$ cat config.mk
export PLATFORM = sky130hd
export DESIGN_NAME = lcm_monitor
export DESIGN_NICKNAME = d
export VERILOG_FILES = /design/src/design/lcm_pkg.sv /design/src/design/lcm_monitor.sv
export SDC_FILE = /design/constraint.sdc
export NUM_CORES = 1
export LEC_CHECK = 0
export ABC_AREA = 1
export BUFFER_PORTS_ARGS = -buffer_cell sky130_fd_sc_hd__buf_2
export CAP_MARGIN = 10
export CELL_PAD_IN_SITES_DETAIL_PLACEMENT = 1
export CELL_PAD_IN_SITES_GLOBAL_PLACEMENT = 1
export CORE_MARGIN = 1
export CORE_UTILIZATION = 40
export CTS_BUF_LIST = sky130_fd_sc_hd__clkbuf_8
export CTS_CLUSTER_DIAMETER = 120
export DETAILED_ROUTE_END_ITERATION = 16
export PLACE_DENSITY = 0.85
export SLEW_MARGIN = 20
export SYNTH_ARGS = -nofsm -noshare
export SYNTH_HDL_FRONTEND = slang
export SYNTH_SLANG_ARGS = --single-unit
$ cat constraint.sdc
create_clock -name i_clock -period 15.4 [get_ports i_clock]
set_input_delay 3.08 -clock i_clock [delete_from_list [all_inputs] [get_ports i_clock]]
set_output_delay 3.08 -clock i_clock [all_outputs]
set_load 0.03 [all_outputs]
$ cat src/design/lcm_pkg.sv
// constants for the link error and contention monitor
package lcm_pkg;
  localparam int unsigned LCM_ADR_W = 8;
  localparam int unsigned LCM_DAT_W = 32;
  localparam int unsigned LCM_LIM_W = 24;
  localparam int unsigned LCM_ERR_W = 6;
  // error report bit positions
  localparam int unsigned ERR_END_SYNC = 0;
  localparam int unsigned ERR_ESC_ENTRY = 1;
  localparam int unsigned ERR_LP_SYNC = 2;
  localparam int unsigned ERR_FALSE_CTRL = 3;
  localparam int unsigned ERR_CONTENTION = 4;
  localparam int unsigned ERR_PERIPH_TO = 5;
  // register byte offsets
  localparam logic [7:0] REG_CTRL = 8'h00;
  localparam logic [7:0] REG_HS_LIMIT = 8'h04;
  localparam logic [7:0] REG_LP_LIMIT = 8'h08;
  localparam logic [7:0] REG_ERR = 8'h0C;
  localparam logic [7:0] REG_STATE = 8'h10;
  // control bits and reset values
  localparam int unsigned CTRL_HS_EN = 0;
  localparam int unsigned CTRL_LP_EN = 1;
  localparam int unsigned CTRL_HS_LINKCLK = 2;
  localparam int unsigned CTRL_W = 3;
  localparam logic [2:0] CTRL_RST = 3'h3;
  localparam logic [23:0] HS_LIMIT_RST = 24'h00FFFF;
  localparam logic [23:0] LP_LIMIT_RST = 24'h000FFF;
  // status bits
  localparam int unsigned ST_WAIT = 0;
  localparam int unsigned ST_HS_ACT = 1;
  localparam int unsigned ST_PEND_ESC = 2;
  localparam int unsigned ST_PEND_TO = 3;
  // lane line states, {dp, dn}
  localparam logic [1:0] LANE_STOP = 2'h3;
  localparam logic [1:0] LANE_LP_REQ = 2'h2;
  localparam logic [1:0] LANE_HS_REQ = 2'h1;
  localparam logic [1:0] LANE_BRIDGE = 2'h0;
  typedef enum logic {LCM_RUN, LCM_WAIT} lcm_state_e;
endpackage

$ cat src/design/lcm_monitor.sv
// link error, contention and timeout monitor with wishbone registers
//
// Implementation choices: register access over Wishbone and the address map.
`timescale 1ns/1ps
// Contract
// misaligned end byte raises end sync error
// error report carries end sync bit
// discard command after end sync error
// unknown escape entry waits stop, sets bit
// both ends detect, peripheral alone reports
// misaligned low-power end raises sync error
// low-power sync error waits for stop
// bad request sequence captures false control
// false control ignores request until stop
// host flags false control locally
// simple links detect no escape errors
// full links detect and report all
// either contention fault sets contention bit
// timer expiry sets peripheral timeout bit
// peripheral owns receive and transmit timers
// receive timer bounds high-speed receive
// receive timeout waits stop, then flags
// receive timeout is always provided
// receive timer may use link clock
// timers programmable, restart on mode entry
// host transmit timer ends transfer cleanly
// receive timeout shorter than host's
// transmit timer bounds bus possession
// transmit timeout drops to receive, waits
// host receive timeout longer, drives stop
// errors accumulate, clear once reported
module lcm_monitor
  import lcm_pkg::*;
(
  input wire logic i_clock,
  input wire logic i_rst,
  input wire logic i_ce,
  input wire logic i_wb_cyc,
  input wire logic i_wb_stb,
  input wire logic i_wb_we,
  input wire logic [lcm_pkg::LCM_ADR_W-1:0] i_wb_adr,
  input wire logic [lcm_pkg::LCM_DAT_W-1:0] i_wb_dat,
  input wire logic [3:0] i_wb_sel,
  output logic [lcm_pkg::LCM_DAT_W-1:0] o_wb_dat,
  output logic o_wb_ack,
  input wire logic i_link_clk,
  input wire logic [1:0] i_lane_lp,
  input wire logic i_highspeed_receive_mode_active,
  input wire logic i_hs_eot,
  input wire logic i_hs_eot_misaligned,
  input wire logic i_esc_entry,
  input wire logic i_esc_cmd_known,
  input wire logic i_lowpower_receive_mode_end,
  input wire logic i_lowpower_receive_mode_misaligned,
  input wire logic i_lp_tx_active,
  input wire logic i_fault_lp_high,
  input wire logic i_fault_lp_low,
  input wire logic i_report_done,
  output logic [lcm_pkg::LCM_ERR_W-1:0] o_err_bits,
  output logic o_ack_with_error,
  output logic o_cmd_discard,
  output logic o_wait_stop,
  output logic o_highspeed_receive_mode_release,
  output logic o_lp_tx_release
);
  import lcm_pkg::*;

  logic [1:0] lane_s1_q, lane_s2_q, lane_prev_q;
  logic lclk_s1_q, lclk_s2_q, lclk_s3_q;
  logic [CTRL_W-1:0] ctrl_q;
  logic [LCM_LIM_W-1:0] hs_lim_q, lp_lim_q, hs_cnt_q, lp_cnt_q;
  logic hs_act_q, lp_act_q;
  lcm_state_e state_q;
  logic [1:0] pend_q;
  logic [LCM_ERR_W-1:0] err_q, set_v;
  logic run, hs_entry, lp_entry, hs_tick, hs_fire, lp_fire;
  logic end_sync, esc_err, lp_sync, false_ctrl, contention;
  logic enter_wait, leave_wait, wb_req;

  // byte-lane merge for register writes
  function automatic logic [31:0] wmerge(input logic [31:0] old_v, input logic [31:0] new_v,
                                         input logic [3:0] sel);
    logic [31:0] r;
    r = old_v;
    for (int b = 0; b < 4; b++) begin
      if (sel[b]) begin
        r[8*b +: 8] = new_v[8*b +: 8];
      end
    end
    return r;
  endfunction

  // address decode shared by write and read paths
  function automatic logic reg_hit(input logic [7:0] adr, input logic [7:0] off);
    return adr == off;
  endfunction

  // two-flop synchronisers for lane levels and the link clock
  always_ff @(posedge i_clock or posedge i_rst) begin
    if (i_rst) begin
      lane_s1_q <= LANE_STOP;
      lane_s2_q <= LANE_STOP;
      lclk_s1_q <= 1'b0;
      lclk_s2_q <= 1'b0;
      lclk_s3_q <= 1'b0;
    end else if (i_ce) begin
      lane_s1_q <= i_lane_lp;
      lane_s2_q <= lane_s1_q;
      lclk_s1_q <= i_link_clk;
      lclk_s2_q <= lclk_s1_q;
      lclk_s3_q <= lclk_s2_q;
    end
  end

  // event detection; all but contention only while not waiting for stop
  // this end detects escape and sync errors
  // simple links would gate these detectors off
  // full link detects and reports all errors
  always_comb begin
    run = (state_q == LCM_RUN);
    hs_entry = i_highspeed_receive_mode_active & ~hs_act_q;
    lp_entry = i_lp_tx_active & ~lp_act_q;
    hs_tick = ctrl_q[CTRL_HS_LINKCLK] ? (lclk_s2_q & ~lclk_s3_q) : 1'b1;
    end_sync = run & i_hs_eot & i_hs_eot_misaligned;
    esc_err = run & i_esc_entry & ~i_esc_cmd_known;
    lp_sync = run & i_lowpower_receive_mode_end & i_lowpower_receive_mode_misaligned;
    false_ctrl = run & ~i_highspeed_receive_mode_active & ~i_lp_tx_active & (lane_s2_q != lane_prev_q)
                 & ((lane_prev_q == LANE_LP_REQ) | (lane_prev_q == LANE_HS_REQ))
                 & (lane_s2_q != LANE_BRIDGE);
    contention = i_fault_lp_high | i_fault_lp_low;
    hs_fire = run & ctrl_q[CTRL_HS_EN] & i_highspeed_receive_mode_active & ~hs_entry & ~i_hs_eot
              & (hs_cnt_q == hs_lim_q);
    lp_fire = run & ctrl_q[CTRL_LP_EN] & i_lp_tx_active & ~lp_entry & (lp_cnt_q == lp_lim_q);
    enter_wait = esc_err | lp_sync | false_ctrl | hs_fire | lp_fire;
    leave_wait = (state_q == LCM_WAIT) & (lane_s2_q == LANE_STOP);
  end

  // high-speed receive timer, restarts on each entry
  // peripheral holds receive and transmit timers
  // receive timer enabled out of reset
  always_ff @(posedge i_clock or posedge i_rst) begin
    if (i_rst) begin
      hs_cnt_q <= '0;
      hs_act_q <= 1'b0;
    end else if (i_ce) begin
      hs_act_q <= i_highspeed_receive_mode_active;
      // tick on rising link clock edges or local clock
      if (!i_highspeed_receive_mode_active || hs_entry) begin
        hs_cnt_q <= '0;
      end else if (hs_tick && hs_cnt_q != hs_lim_q) begin
        hs_cnt_q <= hs_cnt_q + 1'b1;
      end
    end
  end

  // low-power transmit possession timer
  always_ff @(posedge i_clock or posedge i_rst) begin
    if (i_rst) begin
      lp_cnt_q <= '0;
      lp_act_q <= 1'b0;
    end else if (i_ce) begin
      lp_act_q <= i_lp_tx_active;
      if (!i_lp_tx_active || lp_entry) begin
        lp_cnt_q <= '0;
      end else if (lp_cnt_q != lp_lim_q) begin
        lp_cnt_q <= lp_cnt_q + 1'b1;
      end
    end
  end

  // wait in low-power receive until stop is seen
  always_ff @(posedge i_clock or posedge i_rst) begin
    if (i_rst) begin
      state_q <= LCM_RUN;
      o_wait_stop <= 1'b0;
      lane_prev_q <= LANE_STOP;
    end else if (i_ce) begin
      lane_prev_q <= lane_s2_q;
      case (state_q)
        LCM_RUN: begin
          if (enter_wait) begin
            state_q <= LCM_WAIT;
            o_wait_stop <= 1'b1;
          end
        end
        LCM_WAIT: begin
          if (leave_wait) begin
            state_q <= LCM_RUN;
            o_wait_stop <= 1'b0;
          end
        end
        default: begin
          state_q <= LCM_RUN;
          o_wait_stop <= 1'b0;
        end
      endcase
    end
  end

  // errors held back until stop is observed
  always_ff @(posedge i_clock or posedge i_rst) begin
    if (i_rst) begin
      pend_q <= '0;
    end else if (i_ce) begin
      if (leave_wait) begin
        pend_q <= '0;
      end else begin
        pend_q <= pend_q | {hs_fire, esc_err};
      end
    end
  end

  // set vector of all error sources
  always_comb begin
    set_v = '0;
    // misaligned end of high-speed receive
    set_v[ERR_END_SYNC] = end_sync;
    // unknown escape entry committed at stop
    set_v[ERR_ESC_ENTRY] = leave_wait & pend_q[0];
    // misaligned end of low-power receive
    set_v[ERR_LP_SYNC] = lp_sync;
    // request not followed by bridge
    set_v[ERR_FALSE_CTRL] = false_ctrl;
    // either contention fault
    set_v[ERR_CONTENTION] = contention;
    // transmit expiry now, receive expiry at stop
    set_v[ERR_PERIPH_TO] = lp_fire | (leave_wait & pend_q[1]);
  end

  // accumulate until reported, new events win over clear
  always_ff @(posedge i_clock or posedge i_rst) begin
    if (i_rst) begin
      err_q <= '0;
      o_ack_with_error <= 1'b0;
    end else if (i_ce) begin
      err_q <= (i_report_done ? '0 : err_q) | set_v;
      // report packet requested whenever any bit is set
      o_ack_with_error <= |((i_report_done ? '0 : err_q) | set_v);
    end
  end
  assign o_err_bits = err_q;

  // one-cycle strobes to the lane and protocol side
  always_ff @(posedge i_clock or posedge i_rst) begin
    if (i_rst) begin
      o_cmd_discard <= 1'b0;
      o_highspeed_receive_mode_release <= 1'b0;
      o_lp_tx_release <= 1'b0;
    end else if (i_ce) begin
      // tell the protocol side to drop the command
      o_cmd_discard <= end_sync;
      // drop high-speed receive on timeout
      o_highspeed_receive_mode_release <= hs_fire;
      // give up the bus on transmit timeout
      o_lp_tx_release <= lp_fire;
    end
  end

  // wishbone slave: ack one cycle after request, then drop
  assign wb_req = i_wb_cyc & i_wb_stb & ~o_wb_ack;
  always_ff @(posedge i_clock or posedge i_rst) begin
    if (i_rst) begin
      o_wb_ack <= 1'b0;
      o_wb_dat <= '0;
    end else if (i_ce) begin
      o_wb_ack <= wb_req;
      if (wb_req) begin
        o_wb_dat <= '0;
        if (reg_hit(i_wb_adr, REG_CTRL)) begin
          o_wb_dat[CTRL_W-1:0] <= ctrl_q;
        end else if (reg_hit(i_wb_adr, REG_HS_LIMIT)) begin
          o_wb_dat[LCM_LIM_W-1:0] <= hs_lim_q;
        end else if (reg_hit(i_wb_adr, REG_LP_LIMIT)) begin
          o_wb_dat[LCM_LIM_W-1:0] <= lp_lim_q;
        end else if (reg_hit(i_wb_adr, REG_ERR)) begin
          o_wb_dat[LCM_ERR_W-1:0] <= err_q;
        end else if (reg_hit(i_wb_adr, REG_STATE)) begin
          o_wb_dat[ST_WAIT] <= o_wait_stop;
          o_wb_dat[ST_HS_ACT] <= i_highspeed_receive_mode_active;
          o_wb_dat[ST_PEND_ESC] <= pend_q[0];
          o_wb_dat[ST_PEND_TO] <= pend_q[1];
        end
      end
    end
  end

  // programmable terminal counts and enables
  // receive limit set below host transmit limit
  always_ff @(posedge i_clock or posedge i_rst) begin
    if (i_rst) begin
      ctrl_q <= CTRL_RST;
      hs_lim_q <= HS_LIMIT_RST;
      lp_lim_q <= LP_LIMIT_RST;
    end else if (i_ce && wb_req && i_wb_we) begin
      if (reg_hit(i_wb_adr, REG_CTRL)) begin
        ctrl_q <= CTRL_W'(wmerge(32'(ctrl_q), i_wb_dat, i_wb_sel));
      end
      if (reg_hit(i_wb_adr, REG_HS_LIMIT)) begin
        hs_lim_q <= LCM_LIM_W'(wmerge(32'(hs_lim_q), i_wb_dat, i_wb_sel));
      end
      if (reg_hit(i_wb_adr, REG_LP_LIMIT)) begin
        lp_lim_q <= LCM_LIM_W'(wmerge(32'(lp_lim_q), i_wb_dat, i_wb_sel));
      end
    end
  end

  end_sync_a: assert property (@(posedge i_clock) disable iff (i_rst)
    i_ce && end_sync |=> err_q[ERR_END_SYNC] && o_cmd_discard && o_ack_with_error)
    else $error("end sync error not flagged");
  esc_wait_a: assert property (@(posedge i_clock) disable iff (i_rst)
    i_ce && esc_err |=> o_wait_stop && pend_q[0])
    else $error("escape entry error not held to stop");
  lp_sync_a: assert property (@(posedge i_clock) disable iff (i_rst)
    i_ce && lp_sync |=> err_q[ERR_LP_SYNC] && o_wait_stop)
    else $error("low-power sync error not handled");
  false_ctrl_a: assert property (@(posedge i_clock) disable iff (i_rst)
    i_ce && run && !i_highspeed_receive_mode_active && !i_lp_tx_active && lane_prev_q == LANE_HS_REQ
    && lane_s2_q == LANE_STOP |=> err_q[ERR_FALSE_CTRL] && o_wait_stop)
    else $error("false control not captured");
  wait_hold_a: assert property (@(posedge i_clock) disable iff (i_rst)
    i_ce && o_wait_stop && lane_s2_q != LANE_STOP |=> o_wait_stop)
    else $error("left stop wait without stop state");
  contention_a: assert property (@(posedge i_clock) disable iff (i_rst)
    i_ce && (i_fault_lp_high || i_fault_lp_low) |=> err_q[ERR_CONTENTION])
    else $error("contention bit not set");
  hs_timeout_a: assert property (@(posedge i_clock) disable iff (i_rst)
    i_ce && hs_fire |=> o_highspeed_receive_mode_release && o_wait_stop && pend_q[1])
    else $error("receive timeout not handled");
  lp_timeout_a: assert property (@(posedge i_clock) disable iff (i_rst)
    i_ce && lp_fire |=> o_lp_tx_release && o_wait_stop && err_q[ERR_PERIPH_TO])
    else $error("transmit timeout not handled");
  timer_restart_a: assert property (@(posedge i_clock) disable iff (i_rst)
    i_ce && hs_entry |=> hs_cnt_q == '0)
    else $error("receive timer did not restart");
  report_clear_a: assert property (@(posedge i_clock) disable iff (i_rst)
    i_ce && i_report_done && set_v == '0 |=> err_q == '0 && !o_ack_with_error)
    else $error("error register not cleared after report");

  // pulses, commits and counters that the tests seldom reach
  discard_pulse_a: assert property (@(posedge i_clock) disable iff (i_rst)
    i_ce && !end_sync |=> !o_cmd_discard)
    else $error("discard strobe without end sync error");
  ack_error_a: assert property (@(posedge i_clock) disable iff (i_rst)
    i_ce && set_v != '0 |=> o_ack_with_error)
    else $error("error report not requested");
  esc_commit_a: assert property (@(posedge i_clock) disable iff (i_rst)
    i_ce && leave_wait && pend_q[0] |=> err_q[ERR_ESC_ENTRY] && !o_wait_stop)
    else $error("escape entry bit not committed at stop");
  hs_commit_a: assert property (@(posedge i_clock) disable iff (i_rst)
    i_ce && leave_wait && pend_q[1] |=> err_q[ERR_PERIPH_TO])
    else $error("receive timeout bit not committed at stop");
  hs_idle_clear_a: assert property (@(posedge i_clock) disable iff (i_rst)
    i_ce && !i_highspeed_receive_mode_active |=> hs_cnt_q == '0)
    else $error("receive timer runs outside high-speed receive");
  lp_restart_a: assert property (@(posedge i_clock) disable iff (i_rst)
    i_ce && lp_entry |=> lp_cnt_q == '0)
    else $error("transmit timer did not restart");
  hs_release_a: assert property (@(posedge i_clock) disable iff (i_rst)
    i_ce && !hs_fire |=> !o_highspeed_receive_mode_release)
    else $error("receive release without timeout");
  lp_release_a: assert property (@(posedge i_clock) disable iff (i_rst)
    i_ce && !lp_fire |=> !o_lp_tx_release)
    else $error("transmit release without timeout");
  err_keep_a: assert property (@(posedge i_clock) disable iff (i_rst)
    i_ce && !i_report_done |=> (err_q & $past(err_q)) == $past(err_q))
    else $error("error bit lost before report");
  wb_ack_pulse_a: assert property (@(posedge i_clock) disable iff (i_rst)
    i_ce && o_wb_ack |=> !o_wb_ack)
    else $error("bus acknowledge held longer than one cycle");
endmodule

; Word level (Yosys, flattened, before mapping)
; Cells that the tools add are included.
[word_totals]
reg_bits = 149
latch_bits = 0
ramBits = 0
rom_bits = 0
inputBits = 64
mem_count = 0
[op_classes]
add_sub_neg = 2
mul = 0
div = 0
magnitude_cmp = 0
n_eq_ne = 14
shifts = 0
muxes = 21
n_bitwise = 48
reduce_logical = 23
[ops]
columns = op, count
row1 = $mux 24, 5
row2 = $add 24x1->24 const B, 2
row3 = $eq 24x24->1, 2
row4 = $ne 24x24->1, 2
row5 = $and 1x1->1, 28
row6 = $reduce_and 3->1, 8
row7 = $mux 21, 1
row8 = $mux 18, 1
row9 = $eq 8x4->1 const B, 2
row10 = $mux 6, 2
row11 = $not 1->1, 11
row12 = $eq 8x3->1 const B, 1
row13 = $eq 8x5->1 const B, 1
row14 = $logic_not 8->1, 1
row15 = $mux 4, 2
row16 = $or 1x1->1, 7
row17 = $or 6x6->6, 1
row18 = $reduce_and 2->1, 3
row19 = $reduce_bool 2->1, 3
row20 = $reduce_or 6->1, 1
row21 = $mux 1, 5
row22 = $eq 2x2->1 const B, 2
row23 = $mux 2, 2
row24 = $ne 2x1->1 const B, 2
row25 = 8 further kinds, 13

; Logic depth before layout (Yosys ltp)
[depth]
word_depth = 11
ltp_mapped = 14

; Worst setup path after synthesis
; Ideal clock, no wire load.
[synth_path]
path_type = input-to-reg
from = input i_wb_adr[7] (netlist bit)
to = register hs_lim_q[16]
setup_time_ns = 0.126
t_arrival_ns = 4.093
required_time_ns = 15.274
path_slack_ns = 11.181
cell_stages = 9
n_path_buf = 1
path_cell_list = nor2_1 nand2_1 nor2_4 nand2_1 nor2_2 nand2_1 buf_2 nand2_1 o21ai_0
[synth_via]
elab_chain_len = 2
[synth_lines]
columns = element, line
row1 = "start, declared", lcm_monitor.sv:41  ; input wire logic [lcm_pkg::LCM_ADR_W-1:0] i_wb_adr,
row2 = $eq 8x3->1, lcm_monitor.sv:95  ; return adr == off;
row3 = $reduce_and 3->1 (no line), n/a
row4 = "end signal, assigned", lcm_monitor.sv:299  ; hs_lim_q <= LCM_LIM_W'(wmerge(32'(hs_lim_q), i_wb_dat, i_wb_sel));
row5 = "end, declared", lcm_monitor.sv:71  ; logic [LCM_LIM_W-1:0] hs_lim_q, lp_lim_q, hs_cnt_q, lp_cnt_q;
; Every way passes these cells.
; A chain may end at the register's enable or synchronous reset.

; Worst setup path after layout
[layout_path]
from = input i_ce
to = register hs_lim_q[7]
[layout_via]
elab_chain_len = 3
[layout_lines]
columns = element, line
row1 = "start, declared", lcm_monitor.sv:37  ; input wire logic i_ce,
row2 = $logic_and 1x1->1 (2 in a row), lcm_monitor.sv:294  ; end else if (i_ce && wb_req && i_wb_we) begin
row3 = $reduce_and 3->1 (no line), n/a
; Every way passes these cells.

==> flow_metrics.env <==
export IMPL_layout_common_cells="nand2_1 (400), inv_1 (139), dfrtp_1 (113), nor2_1 (94)"
export IMPL_core_area_um2=21100
export IMPL_drt_iter0_drc=393
export IMPL_yosys_warnings=0
export IMPL_clock_sinks=149
export IMPL_die_h_um=149
export IMPL_netlist_instances=1185
export IMPL_postCtsSetupRepairBufs=0
export IMPL_grt_setup_unrepaired="no"
export IMPL_nets=1329
export IMPL_p_per_area_nw_per_um2=85.1
export IMPL_vias_per_cell=5.21
export IMPL_drv_cap=0
export IMPL_synth_area_um2=8620
export IMPL_path_cells="buf_2, nand4_1, buf_4, inv_2, nand2_1, nor2_2, nand2_1, o21ai_0"
export IMPL_startpoint_type="primary input"
export IMPL_grt_start_max_net_pins=79
export IMPL_cpMostUsedCell="nand2_1"
export IMPL_yosysTopAreaCell="dfrtp_1"
export IMPL_diodes=0
export IMPL_hp_class="reg2reg"
export IMPL_worstPathMaxFanout=29
export IMPL_outcome="completed"
export IMPL_wl_um=26900
export IMPL_setup_viol=0
export IMPL_cts_root_buf="clkbuf_8"
export IMPL_async_flop_share=1.00
export IMPL_rows=53
export IMPL_dieArea_um2=22100
export IMPL_wl_per_cell_um=17.3
export IMPL_slowest_stage="buf_2"
export IMPL_grt_pass1_vias=8523
export IMPL_clockBufferDepth=2
export IMPL_cp_required_ns=15.78
export IMPL_drive_gt1_frac=0.161
export IMPL_vias=8074
export IMPL_whs_ns=0.484
export IMPL_worstPathArrival_ns=5.52
export IMPL_io_buffers=90
export IMPL_skew_ns=0.0205
export IMPL_place_congestion=0.872
export IMPL_grtUsageTotal=0.255
export IMPL_hold_violations=0
export IMPL_path_class="in2reg"
export IMPL_grt_pass1_wl_um=43600
export IMPL_fin_cells=1551
export IMPL_ir_drop_v=0.0000429
export IMPL_cts_tree="built"
export IMPL_final_common_cell="nand2_1"
export IMPL_placed_cells=1519
export IMPL_synth_top_area_frac=0.328
export IMPL_synth_flop_cell="dfrtp_1"
export IMPL_synth_edf_count=0
export IMPL_fin_setup_tns_ns=0
export IMPL_avgSynthCellArea_um2=7.27
export IMPL_start_util=0.409
export IMPL_worst_slew_pin_slew_ns=0.938
export IMPL_clk_latency_ns=0.47
export IMPL_startpoint="i_ce"
export IMPL_ys_seq_elements=149
export IMPL_antenna_found_initial=0
export IMPL_path_delay_family="buffers and inverters"
export IMPL_post_dp_hpwl_um=20300
export IMPL_timing_critical_path_buf_inv=3
export IMPL_ant_nets=0
export IMPL_area_growth_syn_to_layout_pct=11.9
export IMPL_ioPinCount=108
export IMPL_netlist_top_cells_area="dfrtp_1 (33%), nand2_1 (17%), dfstp_2 (11%), inv_1 (6.1%), o21ai_0 (5.2%)"
export IMPL_drc=0
export IMPL_relSlewSlack=0.373
export IMPL_dr_pass1_iters=5
export IMPL_finalCriticalPeriod_ns=5.15
export IMPL_min_from="hs_act_q"
export IMPL_ys_seq_area_frac=0.438
export IMPL_die_x_um=149
export IMPL_r2r_start="hs_cnt_q[18]"
export IMPL_final_period_utilization=0.334
export IMPL_grt_ovfl_total=0
export IMPL_drv_slew=0
export IMPL_path_clk_slew_ns=0.10
export IMPL_cp_end_kind="register"
export IMPL_netlist_cell_type_count=41
export IMPL_holdBufCountCts=0
export IMPL_slowest_delay_ns=0.47
export IMPL_p_leak_nw=4.47
export IMPL_ctsResizeCount=0
export IMPL_clock_fmax_ghz=0.194
export IMPL_h_tree_depth=4
export IMPL_cts_buffers=17
[registers in the layout, indices dropped and copies added, names as in the netlist, 2 cells and up]
register / count
lane_prev_q: 2
pend_q: 2
o_wb_dat: 24
lp_lim_q: 24
ctrl_q: 3
lane_s1_q: 2
hs_cnt_q: 24
hs_lim_q: 24
o_err_bits: 6
lp_cnt_q: 24
lane_s2_q: 2
[through the flow]
step                 util  cell area (um2)  setup slack, ns  power (mW)
floorplan               -             8640             8.37       0.484
global placement    0.438             9240             9.90       0.512
detailed placement  0.438             9240             9.83       0.516
CTS                 0.457             9640            10.31       0.826
global route        0.457             9640            10.05       0.849
finish              0.457             9640            10.25       0.820
[worst register-to-register path, cell delays in order (launching register included)]
cell and delay [ns]:
dfrtp_1 0.47, inv_1 0.15, nand2_1 0.06, nand2_1 0.06, nand4_1 0.08, nor2_1 0.47, nand2_1 0.20, nand3_2 0.31
nand2_4 0.31, nand2_1 0.17, o21ai_1 0.08
[metal layers]
layer / vias up / global-route usage / part of all wire
li1: 3898 / - / -
met1: 3983 / 0.318 / 0.44
met2: 131 / 0.442 / 0.50
met3: 62 / 0.0355 / 0.027
met4: 0 / 0.105 / 0.032
met5: - / 0 / 0
[power by group]
part	internal, mW	total [mW]	switching [mW]
registers	0.405	0.418	0.0130
logic	0.0233	0.0907	0.0674
clock network	0.135	0.311	0.176
total	0.563	0.820	0.257
[kinds of logic (layout without fill, tap and decap cells)]
logic type,count (synthesis),in the layout,synth area share
adder cells (fa/ha/maj),2,2,0.00290
buffers and inverters,193,277,0.0932
XOR/XNOR,54,54,0.0549
AO/OA/AOI/OAI,149,149,0.0951
AND/OR/NAND/NOR,637,637,0.315
other,1,8,0.000435
flip-flops,149,149,0.438
[cells in the mapped netlist, types with 12 or more instances]
cell type  instances
a21oi_1           15
inv_1            140
o21ai_1           15
nand3_1           61
nor3_1            21
clkbuf_1          16
dfstp_2           36
buf_2             12
nor2_1            94
nand2_1          400
nand4_1           30
xor2_1            24
dfrtp_1          113
o21ai_0           90
buf_4             12
xnor2_1           30
[area by class of cell]
cell class / instances / area, um2
multi-input cells: 850 / 4070
inverters: 151 / 576
fillers: 2773 / 11400
flip-flops and latches: 149 / 3770
repair buffers: 94 / 480
well taps: 275 / 344
clock inverters: 15 / 165
clock buffers: 17 / 234
[path summary, 6_finish.rpt]
path / slack (ns) / end / depth (start not counted)
max in group asynchronous: 11.25 / lp_cnt_q[12] / 3
worst max register to register: 12.94 / hs_cnt_q[10] / 10
min in group asynchronous: 2.74 / hs_cnt_q[22] / 2
worst max-delay path: 10.25 / hs_lim_q[7] / 8
worst min-delay path: 0.48 / hs_act_q / 2
worst min register to register: 0.48 / hs_act_q / 2
No activity file was read; power rests on OpenSTA's default activity.
